### src/hw/card_irq_defines.svh
// Register offsets, field positions and reset values of the card interrupt block
`ifndef CARD_IRQ_DEFINES_SVH
`define CARD_IRQ_DEFINES_SVH
// ----------------------------------------
// Register word indices (byte address is four times the index)
// ----------------------------------------
`define CIRQ_IDX_W 16
`define CIRQ_IDX_FLAGS 16'hFE01
`define CIRQ_IDX_ENABLE 16'hFE02
`define CIRQ_IDX_CONFIG 16'hFE08
// ----------------------------------------
// Reset values
// ----------------------------------------
`define CIRQ_FLAGS_RST 8'h00
`define CIRQ_ENABLE_RST 8'h00
`define CIRQ_CONFIG_RST 6'h00
// ----------------------------------------
// Flag and enable bit positions
// ----------------------------------------
`define CIRQ_B_WAIT 7
`define CIRQ_B_CARD 6
`define CIRQ_B_SUPPLY 5
`define CIRQ_B_RXAV 4
`define CIRQ_B_TXEV 3
`define CIRQ_B_TX_SENT_FLAG 2
`define CIRQ_B_TX_ERROR_FLAG 1
`define CIRQ_B_RX_ERROR_FLAG 0
// Flags cleared by a read of the flag register
`define CIRQ_COR_MASK 8'hE4
// Flags cleared by a read of the transmit control register
`define CIRQ_TXRD_MASK 8'h0A
// Flags cleared by a read of the receive control register
`define CIRQ_RXRD_MASK 8'h01
// ----------------------------------------
// Interface select field codes
// ----------------------------------------
`define CIRQ_SEL_NONE 2'h0
`define CIRQ_SEL_EXT 2'h1
`endif

### src/hw/card_irq_pkg.sv
// Types shared by the card interrupt block
package card_irq_pkg;
   // Event and status lines from one card interface, same clock domain
   typedef struct packed {
      logic timeout;        // Answer or wait timeout pulse
      logic length_done;    // Receive length terminal count pulse
      logic supply_timeout; // Supply stable timer expiry pulse
      logic fault;          // Interface fault pulse
      logic rx_nonempty;    // Receive FIFO holds data, level
      logic tx_empty;       // Transmit FIFO empty, level
      logic tx_full;        // Transmit FIFO full, level
      logic tx_sent;        // Byte sent pulse
      logic tx_break;       // Break recorded pulse
      logic tx_underrun;    // Underrun recorded pulse
      logic rx_overrun;     // Receive overrun pulse
      logic rx_parity;      // Receive parity error pulse
   } evt_s;

   // Software configuration register layout
   typedef struct packed {
      logic break_detect_en; // Bit 5
      logic t0_protocol;     // Bit 4
      logic [1:0] interface_select_field; // Bits 3:2
      logic bypass;          // Bit 1
      logic sync_mode;       // Bit 0
   } cfg_s;
endpackage

### src/hw/pin_edge_sync.sv
// Two-flop synchroniser with edge detection for one asynchronous pin
`timescale 1ns/1ps
`default_nettype none
module pin_edge_sync (
   input wire logic clk_i,
   input wire logic rst_i,
   input wire logic pin_i,
   output logic level_o,
   output logic rise_o,
   output logic fall_o
);
   logic meta_reg;
   logic sync_reg;
   logic last_reg;
   // Fills with ones after reset; edges wait until the delay stage holds a real sample
   logic [2:0] fill_reg;

   // ----------------------------------------
   // Synchroniser and delay stage
   // ----------------------------------------
   // First stage feeds only the second stage
   always_ff @(posedge clk_i) begin
      if (rst_i) begin
         meta_reg <= 1'b0;
         sync_reg <= 1'b0;
         last_reg <= 1'b0;
         fill_reg <= 3'h0;
      end else begin
         meta_reg <= pin_i;
         sync_reg <= meta_reg;
         last_reg <= sync_reg;
         fill_reg <= {fill_reg[1:0], 1'b1};
      end
   end

   // Edges from synchronised copies only; a pin resting high gives no false edge after reset
   assign level_o = sync_reg;
   assign rise_o = fill_reg[2] & sync_reg & ~last_reg;
   assign fall_o = fill_reg[2] & ~sync_reg & last_reg;
endmodule // pin_edge_sync
`default_nettype wire

### src/hw/smart_card_interrupt_flags.sv
// Card interrupt flag and enable registers with Wishbone slave
`timescale 1ns/1ps
`default_nettype none
`include "card_irq_defines.svh"
module smart_card_interrupt_flags #(
   parameter int ADR_W = 18,
   parameter int DATA_W = 32
) (
   input wire logic clk_i,
   input wire logic rst_i,
   // Wishbone classic slave
   input wire logic cyc_i,
   input wire logic stb_i,
   input wire logic we_i,
   input wire logic [ADR_W-1:0] adr_i,
   input wire logic [DATA_W-1:0] dat_i,
   input wire logic [DATA_W/8-1:0] sel_i,
   output logic [DATA_W-1:0] dat_o,
   output logic ack_o,
   // Event sources of both interfaces
   input wire card_irq_pkg::evt_s ext_evt_i,
   input wire card_irq_pkg::evt_s int_evt_i,
   // Asynchronous pins
   input wire logic card_detect_ext_i,
   input wire logic card_detect_int_i,
   input wire logic io_ext_i,
   input wire logic io_int_i,
   // Power-down level and control register read strobes
   input wire logic power_down_i,
   input wire logic tx_ctl_read_i,
   input wire logic rx_ctl_read_i,
   // Interrupt toward the processor
   output logic irq_o
);
   // ----------------------------------------
   // Elaboration checks
   // ----------------------------------------
   if (DATA_W < 8 || DATA_W % 8 != 0) begin : g_bad_data
      $error("DATA_W must be a multiple of 8, at least 8");
   end
   if (ADR_W < `CIRQ_IDX_W + 2) begin : g_bad_adr
      $error("ADR_W too small for the register indices");
   end

   // ----------------------------------------
   // Registers
   // ----------------------------------------
   logic [7:0] flags_reg;
   logic [7:0] flags_next;
   logic [7:0] enable_reg;
   card_irq_pkg::cfg_s cfg_reg;
   logic ack_reg;
   logic [DATA_W-1:0] dat_reg;
   logic tx_empty_reg;
   logic tx_full_reg;

   // ----------------------------------------
   // Pin synchronisers
   // ----------------------------------------
   logic det_ext_rise, det_ext_fall, det_int_rise, det_int_fall;
   logic io_ext_fall, io_int_fall;

   pin_edge_sync u_det_ext (
      .clk_i(clk_i),
      .rst_i(rst_i),
      .pin_i(card_detect_ext_i),
      .level_o(),
      .rise_o(det_ext_rise),
      .fall_o(det_ext_fall)
   );
   pin_edge_sync u_det_int (
      .clk_i(clk_i),
      .rst_i(rst_i),
      .pin_i(card_detect_int_i),
      .level_o(),
      .rise_o(det_int_rise),
      .fall_o(det_int_fall)
   );
   pin_edge_sync u_io_ext (
      .clk_i(clk_i),
      .rst_i(rst_i),
      .pin_i(io_ext_i),
      .level_o(),
      .rise_o(),
      .fall_o(io_ext_fall)
   );
   pin_edge_sync u_io_int (
      .clk_i(clk_i),
      .rst_i(rst_i),
      .pin_i(io_int_i),
      .level_o(),
      .rise_o(),
      .fall_o(io_int_fall)
   );

   // ----------------------------------------
   // Interface selection
   // ----------------------------------------
   // Unselected interface contributes nothing
   wire [1:0] sel_field = cfg_reg.interface_select_field;
   wire sel_ext = (sel_field == `CIRQ_SEL_EXT);
   wire sel_int = sel_field[1];
   card_irq_pkg::evt_s evt;
   assign evt = sel_ext ? ext_evt_i : (sel_int ? int_evt_i : '0);
   wire det_edge = sel_ext ? (det_ext_rise | det_ext_fall)
                 : (sel_int & (det_int_rise | det_int_fall));
   wire io_fall = sel_ext ? io_ext_fall : (sel_int & io_int_fall);

   // ----------------------------------------
   // Bus decode
   // ----------------------------------------
   wire [ADR_W-3:0] word_idx = adr_i[ADR_W-1:2];
   wire hit = cyc_i & stb_i & ~ack_reg;
   wire is_flags = (word_idx == (ADR_W-2)'(`CIRQ_IDX_FLAGS));
   wire is_enable = (word_idx == (ADR_W-2)'(`CIRQ_IDX_ENABLE));
   wire is_config = (word_idx == (ADR_W-2)'(`CIRQ_IDX_CONFIG));
   wire rd_flags = hit & ~we_i & is_flags;
   wire wr_lane0 = hit & we_i & sel_i[0];
   wire [7:0] rd_byte = is_flags ? flags_reg
                      : is_enable ? enable_reg
                      : is_config ? {2'h0, cfg_reg} : 8'h00;

   // ----------------------------------------
   // Flag set and clear terms
   // ----------------------------------------
   // Power-down stops UART-side sources, card event stays live
   wire live = ~power_down_i;
   wire [7:0] set_v;
   wire [7:0] clr_v;
   assign set_v[`CIRQ_B_WAIT] = live & (cfg_reg.sync_mode ? evt.length_done
                                                           : evt.timeout);
   // Runs on the free bus clock, never the gated card clock
   assign set_v[`CIRQ_B_CARD] = det_edge | evt.fault;
   assign set_v[`CIRQ_B_SUPPLY] = live & evt.supply_timeout;
   assign set_v[`CIRQ_B_RXAV] = live & (cfg_reg.bypass ? io_fall
                                                       : evt.rx_nonempty);
   assign set_v[`CIRQ_B_TXEV] = live & ((evt.tx_empty & ~tx_empty_reg)
                                      | (evt.tx_full & ~tx_full_reg));
   // Break at byte end in T=0 with break detection enabled swallows the sent event
   assign set_v[`CIRQ_B_TX_SENT_FLAG] = live & evt.tx_sent
      & ~(cfg_reg.t0_protocol & cfg_reg.break_detect_en & evt.tx_break);
   assign set_v[`CIRQ_B_TX_ERROR_FLAG] = live & (evt.tx_break | evt.tx_underrun);
   assign set_v[`CIRQ_B_RX_ERROR_FLAG] = live & (evt.rx_overrun | evt.rx_parity);

   // Receive flag is read-cleared only in bypass, else it tracks the FIFO
   wire [7:0] cor_mask = `CIRQ_COR_MASK | (cfg_reg.bypass ? 8'h10 : 8'h00);
   assign clr_v = (rd_flags ? cor_mask : 8'h00)
                | (tx_ctl_read_i ? `CIRQ_TXRD_MASK : 8'h00)
                | (rx_ctl_read_i ? `CIRQ_RXRD_MASK : 8'h00);

   // Set wins over clear; level-following bit outside bypass
   always_comb begin
      flags_next = (flags_reg & ~clr_v) | set_v;
      if (!cfg_reg.bypass) begin
         flags_next[`CIRQ_B_RXAV] = set_v[`CIRQ_B_RXAV];
      end
   end

   // ----------------------------------------
   // Flag register and transmit level history
   // ----------------------------------------
   always_ff @(posedge clk_i) begin
      if (rst_i) begin
         flags_reg <= `CIRQ_FLAGS_RST;
         tx_empty_reg <= 1'b0;
         tx_full_reg <= 1'b0;
      end else begin
         flags_reg <= flags_next;
         tx_empty_reg <= evt.tx_empty;
         tx_full_reg <= evt.tx_full;
      end
   end

   // ----------------------------------------
   // Software registers and bus answer
   // ----------------------------------------
   // Access acts on the request edge, answer one cycle later
   always_ff @(posedge clk_i) begin
      if (rst_i) begin
         enable_reg <= `CIRQ_ENABLE_RST;
         cfg_reg <= `CIRQ_CONFIG_RST;
         ack_reg <= 1'b0;
         dat_reg <= '0;
      end else begin
         ack_reg <= hit;
         if (hit) begin
            dat_reg <= we_i ? '0 : {{(DATA_W-8){1'b0}}, rd_byte};
         end
         if (wr_lane0 && is_enable) begin
            enable_reg <= dat_i[7:0];
         end
         if (wr_lane0 && is_config) begin
            cfg_reg <= dat_i[5:0];
         end
      end
   end

   assign ack_o = ack_reg;
   assign dat_o = dat_reg;
   // Level from registered flags and enables only
   assign irq_o = |(flags_reg & enable_reg);
endmodule // smart_card_interrupt_flags
`default_nettype wire

### config.mk
export PLATFORM = sky130hd
export DESIGN_NAME = smart_card_interrupt_flags
export DESIGN_NICKNAME = d
export VERILOG_FILES = /design/src/hw/card_irq_pkg.sv /design/src/hw/pin_edge_sync.sv /design/src/hw/smart_card_interrupt_flags.sv
export VERILOG_INCLUDE_DIRS = /design/src /design/src/hw
export SDC_FILE = /design/constraint.sdc
export NUM_CORES = 1
export LEC_CHECK = 0
export ABC_AREA = 1
export BUFFER_PORTS_ARGS = -buffer_cell sky130_fd_sc_hd__clkbuf_2
export CAP_MARGIN = 25
export CORE_MARGIN = 5
export CORE_UTILIZATION = 45
export CTS_BUF_LIST = sky130_fd_sc_hd__clkbuf_16
export DETAILED_ROUTE_END_ITERATION = 6
export PLACE_DENSITY = 0.83
export SLEW_MARGIN = 20
export SYNTH_ARGS = -nofsm -noshare
export SYNTH_HDL_FRONTEND = slang
export SYNTH_SLANG_ARGS = --single-unit
### constraint.sdc
create_clock -name clk_i -period 1.5 [get_ports clk_i]
set_input_delay 0.3 -clock clk_i [delete_from_list [all_inputs] [get_ports clk_i]]
set_output_delay 0.3 -clock clk_i [all_outputs]
set_load 0.005 [all_outputs]
After elaboration in Yosys (flattened, before gate mapping)
Index checks and enable logic that the tools add are counted.
{ "totals": {"elab_cells": 113, "reg_bits": 81, "inputBits": 90, "output_inout_bits": 34} }
{ "classes": {"n_eq_ne": 4, "bitwise": 56, "mux": 19, "n_reduce_logical": 3} }
{ "op_table": {"columns": ["operator", "n"], "rows": [
  ["$eq 16x16->1 const B", 3],
  ["$and 1x1->1", 32],
  ["$mux 8", 4],
  ["$mux 12", 2],
  ["$and 8x8->8", 2],
  ["$not 1->1", 12],
  ["$mux 1", 10],
  ["$not 8->8", 1],
  ["$or 8x1->8", 1],
  ["$or 8x4->8", 1],
  ["$or 8x8->8", 1],
  ["$reduce_or 8->1", 1],
  ["$mux 6", 1],
  ["$or 1x1->1", 6],
  ["$mux 5", 1],
  ["$mux 4", 1],
  ["$eq 2x1->1 const B", 1],
  ["$logic_and 1x1->1", 2]
]} }

Logic depth before layout (Yosys ltp)
Gate-level depths: netlist (run 1).
{ "depth": {"word_depth": 11, "mapped_depth": 10, "depth_no_buf": 9} }

Hierarchy
Synthesis (run 1) repeated with hierarchy kept, for this count alone.
{ "unflattened": {"hier_cells": 378, "area_unflattened_um2": 2713.9} }
{ "by_module_without_submodules": {"columns": ["module", "area_each_um2", "seq_area_each_um2", "cells_per_inst", "instances"], "rows": [
  ["smart_card_interrupt_flags", 2008.2, 660.6, 294, 1],
  ["pin_edge_sync", 176.4, 120.1, 21, 4]
]} }

Worst setup path before layout (run 1)
No wires, ideal clock.
{ "synth_timing": {"path_type": "input to register", "start": "input port adr_i[10]", "end": "register cfg_reg[1] (netlist bit)", "t_required_ns": 1.384, "stages": 9, "setup_slack_ns": 0.264, "path_buffers": 2, "setup_time_ns": 0.116, "t_arrival_ns": 1.120, "path_cell_list": "inv_1 nand2_1 nor2_2 and2_4 buf_6 nand3_2 buf_6 o21ai_1 a21oi_1"} }
{ "synth_via": {"elab_chain_cells": 2} }
{ "synth_rtl": {"columns": ["element", "line_no", "text"], "rows": [
  ["from (decl)", "smart_card_interrupt_flags.sv:15", "input wire logic [ADR_W-1:0] adr_i,"],
  ["$eq 16x16->1", "smart_card_interrupt_flags.sv:116", "wire is_config = (word_idx == (ADR_W-2)'(`CIRQ_IDX_CONFIG));"],
  ["$logic_and 1x1->1", "smart_card_interrupt_flags.sv:192", "if (wr_lane0 && is_config) begin"],
  ["to (signal assigned)", "smart_card_interrupt_flags.sv:181", "cfg_reg <= `CIRQ_CONFIG_RST;"],
  ["to (signal assigned)", "smart_card_interrupt_flags.sv:193", "cfg_reg <= dat_i[5:0];"],
  ["to (decl)", "smart_card_interrupt_flags.sv:51", "card_irq_pkg::cfg_s cfg_reg;"]
]} }
No other way between the ends.
A chain may end at the register's enable or synchronous reset.

Final worst setup path (run 1)
{ "layout_timing": {"start": "register flags_reg[4]", "end": "output port irq_o"} }
{ "layout_via": {"elab_chain_cells": 2} }
{ "layout_rtl": {"columns": ["element", "line_no", "text"], "rows": [
  ["from (decl)", "smart_card_interrupt_flags.sv:48", "logic [7:0] flags_reg;"],
  ["from (signal assigned)", "smart_card_interrupt_flags.sv:164", "flags_reg <= `CIRQ_FLAGS_RST;"],
  ["from (signal assigned)", "smart_card_interrupt_flags.sv:168", "flags_reg <= flags_next;"],
  ["$and 8x8->8", "smart_card_interrupt_flags.sv:201", "assign irq_o = |(flags_reg & enable_reg);"],
  ["$reduce_or 8->1", "smart_card_interrupt_flags.sv:201", null],
  ["to (decl)", "smart_card_interrupt_flags.sv:33", "output logic irq_o"]
]} }
No other way between the ends.

==> results of run 1 <==
tightest hold or removal path, delay by kind of cell:
family | cells | cell delay [ns]
buffers and inverters | 2 | 0.12
and+or+nand+nor | 1 | 0.03
routing by layer:
layer  global-route usage  vias to the layer above  routed length, microns
li1                     -                     1155                       -
met1                0.207                     1012                    2400
met2                0.263                      100                    2720
met3               0.0494                        8                     504
met4               0.0380                        0                      86
met5                    0                        -                       0
kinds of logic after synthesis:
kind of cell / count (synthesis) / share of synthesized area
other: 1 / 0.00153
AO/OA/AOI/OAI: 73 / 0.174
buffers and inverters: 84 / 0.176
flip-flops: 48 / 0.391
AND/OR/NAND/NOR: 126 / 0.256
repair_timing:
action                                  in CTS  in global routing
resized for setup                            0                 14
endpoints found under the setup margin       0                  1
setup buffers                                0                  3
cell type report:
class | count | area, sq um
fill | 488 | 2240
inverter | 49 | 185
clock inverter | 3 | 17.5
clock buffer | 5 | 125
multi-input combinational | 223 | 1160
tap | 70 | 87.6
sequential | 48 | 966
timing repair buffer | 80 | 425
final timing paths:
check	start	end	slack, ns
worst min register to register	u_io_ext.meta_reg	u_io_ext.level_o	0.40
worst max-delay path	flags_reg[4]	irq_o	0.02
worst max register to register	ack_o	sel_field[0]	0.19
worst min-delay path	card_detect_ext_i	u_det_ext.meta_reg	0.20
layout by cell type (no fill, tap or decap), types with 5 or more instances in the layout:
cell and instances:
sky130_fd_sc_hd__a21oi_1 34, sky130_fd_sc_hd__a21oi_2 6, sky130_fd_sc_hd__buf_4 10, sky130_fd_sc_hd__clkbuf_16 5
sky130_fd_sc_hd__clkbuf_2 69, sky130_fd_sc_hd__conb_1 24, sky130_fd_sc_hd__dfxtp_1 44, sky130_fd_sc_hd__inv_1 39
sky130_fd_sc_hd__inv_2 9, sky130_fd_sc_hd__nand2_1 52, sky130_fd_sc_hd__nand3_1 24, sky130_fd_sc_hd__nor2_1 30
sky130_fd_sc_hd__nor2_2 6, sky130_fd_sc_hd__o21ai_0 13, sky130_fd_sc_hd__o21ai_1 6
stage by stage:
stage | instances | power, uW | setup TNS (ns) | setup WS [ns] | hold WS, ns
3_5_place_dp | 467 | 1530 | 0 | 0.0622 | 0.393
3_3_place_gp | 467 | 1520 | 0 | 0.0925 | 0.389
6_report | 478 | 2580 | 0 | 0.0182 | 0.195
5_1_grt | 478 | 2680 | -0.0115 | -0.0115 | 0.203
2_1_floorplan | 355 | 1470 | 0 | 0.264 | 0.388
4_1_cts | 475 | 2600 | 0 | 0.00843 | 0.194
power by group:
group	switching (uW)	internal (uW)	total, uW
combinational	114	86.5	200
sequential	6.96	1290	1300
clock	462	614	1080
total	582	1990	2580
synth_stat cells (2+ instances only):
library cell	instances	area, sq um
sky130_fd_sc_hd__a21oi_1	34	170
sky130_fd_sc_hd__nand2_1	53	199
sky130_fd_sc_hd__buf_2	3	15.0
sky130_fd_sc_hd__nand3_1	24	120
sky130_fd_sc_hd__o21ai_0	13	65.1
sky130_fd_sc_hd__nand2_4	3	33.8
sky130_fd_sc_hd__o21ai_1	6	30.0
sky130_fd_sc_hd__buf_4	24	180
sky130_fd_sc_hd__buf_6	3	33.8
sky130_fd_sc_hd__nor2_2	6	37.5
sky130_fd_sc_hd__dfxtp_1	48	961
sky130_fd_sc_hd__clkbuf_1	5	18.8
sky130_fd_sc_hd__inv_2	3	11.3
sky130_fd_sc_hd__nand3_2	2	20.0
sky130_fd_sc_hd__a22o_1	4	35.0
sky130_fd_sc_hd__inv_1	45	169
sky130_fd_sc_hd__a22oi_1	2	15.0
sky130_fd_sc_hd__o221ai_1	2	17.5
sky130_fd_sc_hd__a21oi_2	6	52.6
sky130_fd_sc_hd__nor2_4	3	33.8
sky130_fd_sc_hd__nor2_8	2	40.0
sky130_fd_sc_hd__nor2_1	30	113
sky130_fd_sc_hd__o22ai_1	2	12.5
==> impl_metrics.tcl, run 1 <==
set metrics [dict create \
    synth_warnings 0 \
    layout.core_utilization 0.570 \
    cp-end-kind "output pin" \
    outcome "finished, final reports clean" \
    postCtsHoldBufs 0 \
    instance_area_at_placement_sq_um 2780 \
    die-area_sq_um 7030 \
    cts.clk_slew.worst_paths_ns 0.06 \
    crit_arrival_ns 1.18 \
    place.port_buffers 70 \
    power_density_nw_per_um2 867 \
    routed-via-count 2275 \
    setup.worst_path.class "reg2out" \
    nets 497 \
    grt_start_max_net_pins 33 \
    synthDistinctLibCells 32 \
    syn-cell-area_sq_um 2450 \
    ys_seq_area_frac 0.391 \
    drtPass1Iterations 4 \
    core_area_sq_um 5200 \
    holdPathStages 3 \
    synth-edff-count 0 \
    fmaxAchievable_mhz 675 \
    detailed_place_hpwl_mm 4.45 \
    track_usage 0.161 \
    period_share 0.988 \
    cts_made_buffers 5 \
    async_flop_share 0 \
    wl_per_cell_microns 11.9 \
    hold_path.class "in2reg" \
    timing.reg2reg.worst_path_depth 6 \
    synth.avg_cell_area_sq_um 7.39 \
    synth-seq-cells 48 \
    layout.cell_area.non_filler_sq_um 2970 \
    critPathMaxFanout 3 \
    detail-route-antenna-nets 0 \
    die_height_microns 83.9 \
    io_pins 124 \
    finalWeightedCongestion 0.896 \
    setup_viol_count_final 0 \
    clk_latency_ns 0.28 \
    htree_levels 2 \
    syn_inst 332 \
    timing.critical_path.from_type "flop" \
    critPathBufInv 1 \
    cp_data_required_time_ns 1.20 \
    maxSlewViolCount 0 \
    cp_top_family "flip-flops" \
    number_of_endpoints_with_negative_hold_slack_in_the_final_report 0 \
    cts-root-buf "sky130_fd_sc_hd__clkbuf_16" \
    worst_ir_drop_vdd_mv 0.527 \
    floorplan_die_width_microns 83.9 \
    tritoncts "done" \
    cts_num_sinks 48 \
    layout-drive-gt1-share 0.316 \
    cap_viol_max_count 0 \
    grt_pass1_wl_mm 9.43 \
    remaining_drc_errors 0 \
    cp_cell_sequence "nand2_2 -> o221ai_2 -> nor2_1 -> o2111ai_2 -> buf_2" \
    rsz0062_at_grt "yes" \
    final.setup_skew_ns 0.00207 \
    post_drt_via_cell_ratio 4.76 \
    antennaDiodeCount 0 \
    routed_wl_mm 5.71 \
    cp_slowest_stage_delay_ns 0.34 \
    leading_register_cell_type_out_of_synthesis "sky130_fd_sc_hd__dfxtp_1" \
    area_overhead_of_the_layout_relative_to_synthesis_pct 20.9 \
    detailedRoute.firstIterationViolations 176 \
    grt_pass1_vias 2146 \
    overflow 0 \
    clock_tree.buffer_depth 2 \
    std_cell_rows 26 \
    floorplan.initialDensity 0.472 \
    antenna_violations_before_repair 0 \
    worstSetupPathDepth 5 \
    total_leakage_power_uw 0.00139 \
    period_needed_ns 1.48 \
    critPathSlowestCell "sky130_fd_sc_hd__dfxtp_2" \
]
No activity file was read; power rests on OpenSTA's default activity.
==> run 2, diff against run 1 <==
- CORE_UTILIZATION: 45 -> 41
- CTS_BUF_LIST: sky130_fd_sc_hd__clkbuf_16 -> sky130_fd_sc_hd__clkbuf_8 sky130_fd_sc_hd__clkbuf_16
- PLACE_DENSITY: 0.83 -> 0.8
- clock period: 1.5 -> 1.2 ns (I/O delays scaled with it)
==> impl_metrics.tcl, run 2 (synthesized netlist as in run 1, its figures left out) <==
set metrics [dict create \
    outcome "finished, violations left" \
    failing_checks "negative setup slack" \
    cp_data_required_time_ns 0.96 \
    cp-end-kind "output pin" \
    worst_setup_slack_after_placement_ns -0.200 \
    core_area_sq_um 5890 \
    area_overhead_of_the_layout_relative_to_synthesis_pct 36.1 \
    tritoncts "done" \
    critPathMaxFanout 2 \
    cts_made_buffers 5 \
    detailed_place_hpwl_mm 4.74 \
    final_cell_mix "69 x sky130_fd_sc_hd__clkbuf_2, 51 x sky130_fd_sc_hd__nand2_1, 38 x sky130_fd_sc_hd__dfxtp_1" \
    floorplan.initialDensity 0.417 \
    tightestPinTransition_ns 0.683 \
    power_density_nw_per_um2 944 \
    detail-route-antenna-nets 0 \
    crit_arrival_ns 1.20 \
    cts_num_sinks 48 \
    cap_viol_max_count 0 \
    setup.worst_path.class "reg2out" \
    timing.critical_path.from_type "flop" \
    hold_path.class "in2reg" \
    final.setup_skew_ns 0.0106 \
    grt_start_max_net_pins 27 \
    remaining_drc_errors 0 \
    floorplan_die_width_microns 87.4 \
    htree_levels 2 \
    fmaxAchievable_mhz 693 \
    cts.clk_slew.worst_paths_ns 0.09 \
    hold_slack_final_ns 0.108 \
    setup_viol_count_final 13 \
    mostFrequentLayoutCell "sky130_fd_sc_hd__clkbuf_2" \
    io_pins 124 \
    instance_area_at_placement_sq_um 2880 \
    place.port_buffers 70 \
    std_cell_rows 28 \
    total_leakage_power_uw 0.00148 \
    antennaDiodeCount 0 \
    worst_slack_ns -0.242 \
    layout-drive-gt1-share 0.468 \
    antenna_violations_before_repair 0 \
    layout.core_utilization 0.568 \
    period_needed_ns 1.44 \
    clk_latency_ns 0.31 \
    power.total_uw 3150 \
    worst_ir_drop_vdd_mv 0.618 \
    cts-root-buf "sky130_fd_sc_hd__clkbuf_8" \
    routed-via-count 2408 \
    period_share 1.20 \
    grt_pass1_wl_mm 10.5 \
    number_of_endpoints_with_negative_hold_slack_in_the_final_report 0 \
    timing.slew.headroom 0.544 \
    routed_wl_mm 6.94 \
    finalWeightedCongestion 0.823 \
    die-area_sq_um 7640 \
    maxSlewViolCount 0 \
    detailedRoute.firstIterationViolations 129 \
    drtPass1Iterations 4 \
    clock_tree.buffer_depth 2 \
    post_drt_via_cell_ratio 4.85 \
    wl_per_cell_microns 14.0 \
    layout.cell_area.non_filler_sq_um 3340 \
    track_usage 0.173 \
    die_height_microns 87.4 \
    overflow 0 \
    grt_pass1_vias 2412 \
    rsz0062_at_grt "yes" \
    nets 510 \
]
[run 2: final timing paths]
path                                         start            endpoint  slack [ns]  cells after the start
worst max-delay path                  flags_reg[7]               irq_o       -0.24                      5
worst min register to register  u_det_int.meta_reg   u_det_int.level_o        0.41                      2
worst min-delay path             card_detect_ext_i  u_det_ext.meta_reg        0.11                      3
worst max register to register               ack_o          cfg_reg[1]       -0.07                      7
[run 2: critical path: stages (launching register included)]
cell	delay, ns
sky130_fd_sc_hd__dfxtp_1	0.34
sky130_fd_sc_hd__inv_2	0.08
sky130_fd_sc_hd__o221ai_2	0.11
sky130_fd_sc_hd__nor2_2	0.10
sky130_fd_sc_hd__o2111ai_2	0.12
sky130_fd_sc_hd__buf_2	0.15
[run 2: final cells by class]
class	instances	area, sq um
clock buffers	5	68.8
clock inverters	3	50.0
fillers	520	2540
inverters	49	185
multi-input cells	225	1410
flip-flops and latches	48	973
well taps	75	93.8
repair buffers	91	564
[run 2: per-stage QoR]
step,setup TNS (ns),cells
floorplan,0,355
global placement,-1.80,481
detailed placement,-2.51,481
CTS,-1.06,493
global route,-1.70,496
finish,-0.509,496
[run 2: report_power, final]
| part | switching [uW] | total (uW) | internal (uW) |
|---|---|---|---|
| Combinational | 176 | 299 | 123 |
| Sequential | 10.4 | 1620 | 1610 |
| Clock | 589 | 1230 | 643 |
| Total | 775 | 3150 | 2380 |
[run 2: repair_timing]
action,CTS,global route
setup buffers,2,3
gates resized for setup,42,49
hold endpoints to repair,0,0
gates cloned,2,0
pin swaps,11,19
endpoints found under the setup margin,16,29
hold buffers,0,0
[run 2: layer usage]
layer / wire length [microns] / GRT usage
met1: 2700 / 0.215
met2: 3450 / 0.294
met4: 264 / 0.0614
met5: 0 / 0
met3: 520 / 0.0378
==> run 3, diff against run 2 <==
- RECOVER_POWER: not set -> 100
==> impl_metrics.tcl, run 3 (synthesized netlist as in run 1, its figures left out) <==
set metrics [dict create \
    outcome "finished, violations left" \
    failing_checks "negative setup slack" \
    track_usage 0.173 \
    floorplan_die_width_microns 87.4 \
    worst_r2r_endpoint "cfg_reg[1]" \
    timing.reg2reg.worst_path_depth 7 \
    die-area_sq_um 7640 \
    fmaxAchievable_mhz 695 \
    routed-via-count 2406 \
    timing.slew.headroom 0.543 \
    cap_viol_max_count 0 \
    p_sw_frac 0.247 \
    wl_per_cell_microns 14.0 \
    reg2reg_from "ack_o" \
    pwr-share-clk 0.391 \
    finalWeightedCongestion 0.823 \
    final.setup_skew_ns 0.0103 \
    rsz0062_at_grt "yes" \
    period_share 1.20 \
    grt_start_max_net_pins 27 \
    register_area_sq_um 973 \
    place_inst 481 \
    overflow 0 \
    fillers 524 \
    grt_pass1_vias 2412 \
    antenna_violations_before_repair 0 \
    critPathSlowestCell "sky130_fd_sc_hd__dfxtp_1" \
    io_pins 124 \
    cp_data_required_time_ns 0.96 \
    setup_viol_count_final 14 \
    cp_slowest_stage_delay_ns 0.36 \
    place.port_buffers 70 \
    multi_input_comb_area_sq_um 1410 \
    final_cell_mix "66 x sky130_fd_sc_hd__clkbuf_2, 51 x sky130_fd_sc_hd__nand2_1, 38 x sky130_fd_sc_hd__dfxtp_1" \
    total_leakage_power_uw 0.00147 \
    floorplan.initialDensity 0.417 \
    std_cell_rows 28 \
    seq_power_share 0.514 \
    clk_latency_ns 0.31 \
    post_drt_via_cell_ratio 4.85 \
    routed_wl_mm 6.94 \
    power_density_nw_per_um2 947 \
    hold_path.class "in2reg" \
    worst_ir_drop_vdd_mv 0.618 \
    area_overhead_of_the_layout_relative_to_synthesis_pct 35.8 \
    tritoncts "done" \
    cp-end-kind "output pin" \
    detailed_place_hpwl_mm 4.74 \
    drtPass1Iterations 4 \
    layout-drive-gt1-share 0.458 \
    tightestPinTransition_ns 0.685 \
    fin_setup_tns_ns -0.533 \
    cp_cell_sequence "inv_2 -> o22ai_1 -> nor2_2 -> o2111ai_2 -> buf_2" \
    mostFrequentLayoutCell "sky130_fd_sc_hd__clkbuf_2" \
    cellInternalPower_uw 2380 \
    antennaDiodeCount 0 \
    cts.clk_slew.worst_paths_ns 0.09 \
    layout.core_utilization 0.567 \
    maxSlewViolCount 0 \
    detailedRoute.firstIterationViolations 156 \
    die_height_microns 87.4 \
    htree_levels 2 \
    post_layout_nonfiller_instances 496 \
    core_area_sq_um 5890 \
    setup.worst_path.class "reg2out" \
    holdPathStages 3 \
    cts-root-buf "sky130_fd_sc_hd__clkbuf_8" \
    switching_power_uw 779 \
    number_of_endpoints_with_negative_hold_slack_in_the_final_report 0 \
    clock_tree.buffer_depth 2 \
    detail-route-antenna-nets 0 \
    cts_made_buffers 5 \
    timing.hold.worst.start "card_detect_ext_i" \
    crit_arrival_ns 1.20 \
    holdPathEnd "u_det_ext.meta_reg" \
    critPathMaxFanout 2 \
    worst_slack_ns -0.239 \
    worst_setup_slack_after_placement_ns -0.200 \
    timing.critical_path.from_type "flop" \
    grt_pass1_wl_mm 10.5 \
    combinationalPowerShare 0.094 \
    period_needed_ns 1.44 \
    nets 510 \
    cts_num_sinks 48 \
    regToRegSetupSlack_ns -0.07 \
    remaining_drc_errors 0 \
]
==> run 3: cell type report <==
cell class | count | share of cell area
multi-input combinational | 225 | 0.422
clock buffer | 5 | 0.0206
timing repair buffer | 91 | 0.167
sequential | 48 | 0.292
inverter | 49 | 0.0555
clock inverter | 3 | 0.0150
tap | 75 | 0.0281
==> run 3: power groups by stage <==
stage / Combinational, uW / Sequential (uW) / Clock (uW)
3_5_place_dp: 250 / 1660 / 0
3_3_place_gp: 243 / 1660 / 0
4_1_cts: 269 / 1620 / 1240
5_1_grt: 334 / 1630 / 1320
6_report: 297 / 1620 / 1240
2_1_floorplan: 175 / 1660 / 0
==> run 3: through the flow <==
| step | hold slack [ns] | area, sq um | total power, uW |
|---|---|---|---|
| finish | 0.107 | 3330 | 3160 |
| global route | 0.122 | 3330 | 3280 |
| CTS | 0.111 | 3150 | 3130 |
| detailed placement | 0.399 | 2880 | 1910 |
| global placement | 0.390 | 2880 | 1900 |
| floorplan | 0.347 | 2540 | 1830 |
==> run 3: repair_timing <==
item / 4_1_cts / 5_1_grt
resized for setup: 42 / 49
gates cloned: 2 / 0
buffers inserted: 2 / 3
hold buffers: 0 / 0
setup endpoints to repair: 16 / 29
pin swaps: 11 / 19
==> run 3: worst max-delay path by stage <==
stage                             start             to  slack, ns  depth (start not counted)
after floorplan                   ack_o  enable_reg[6]    0.00001                          7
after global placement         adr_i[7]     cfg_reg[0]      -0.14                          7
after detailed placement       adr_i[7]     cfg_reg[0]      -0.20                          7
after CTS                 enable_reg[6]          irq_o      -0.22                          5
after global routing       flags_reg[6]          irq_o      -0.30                          5
final                      flags_reg[0]          irq_o      -0.24                          5
==> run 3: critical path, delay by kind of cell, from the launching register on <==
| kind | cells | cell delay [ns] |
|---|---|---|
| AO/OA/AOI/OAI | 2 | 0.27 |
| buffers and inverters | 2 | 0.19 |
| flip-flops | 1 | 0.36 |
| AND/OR/NAND/NOR | 1 | 0.07 |
==> run 3: routing by layer <==
layer | global-route usage | up-vias | wire [microns]
met2 | 0.294 | 99 | 3430
met1 | 0.215 | 1091 | 2700
met4 | 0.0614 | 0 | 279
li1 | - | 1193 | -
met3 | 0.0378 | 23 | 533
met5 | 0 | - | 0
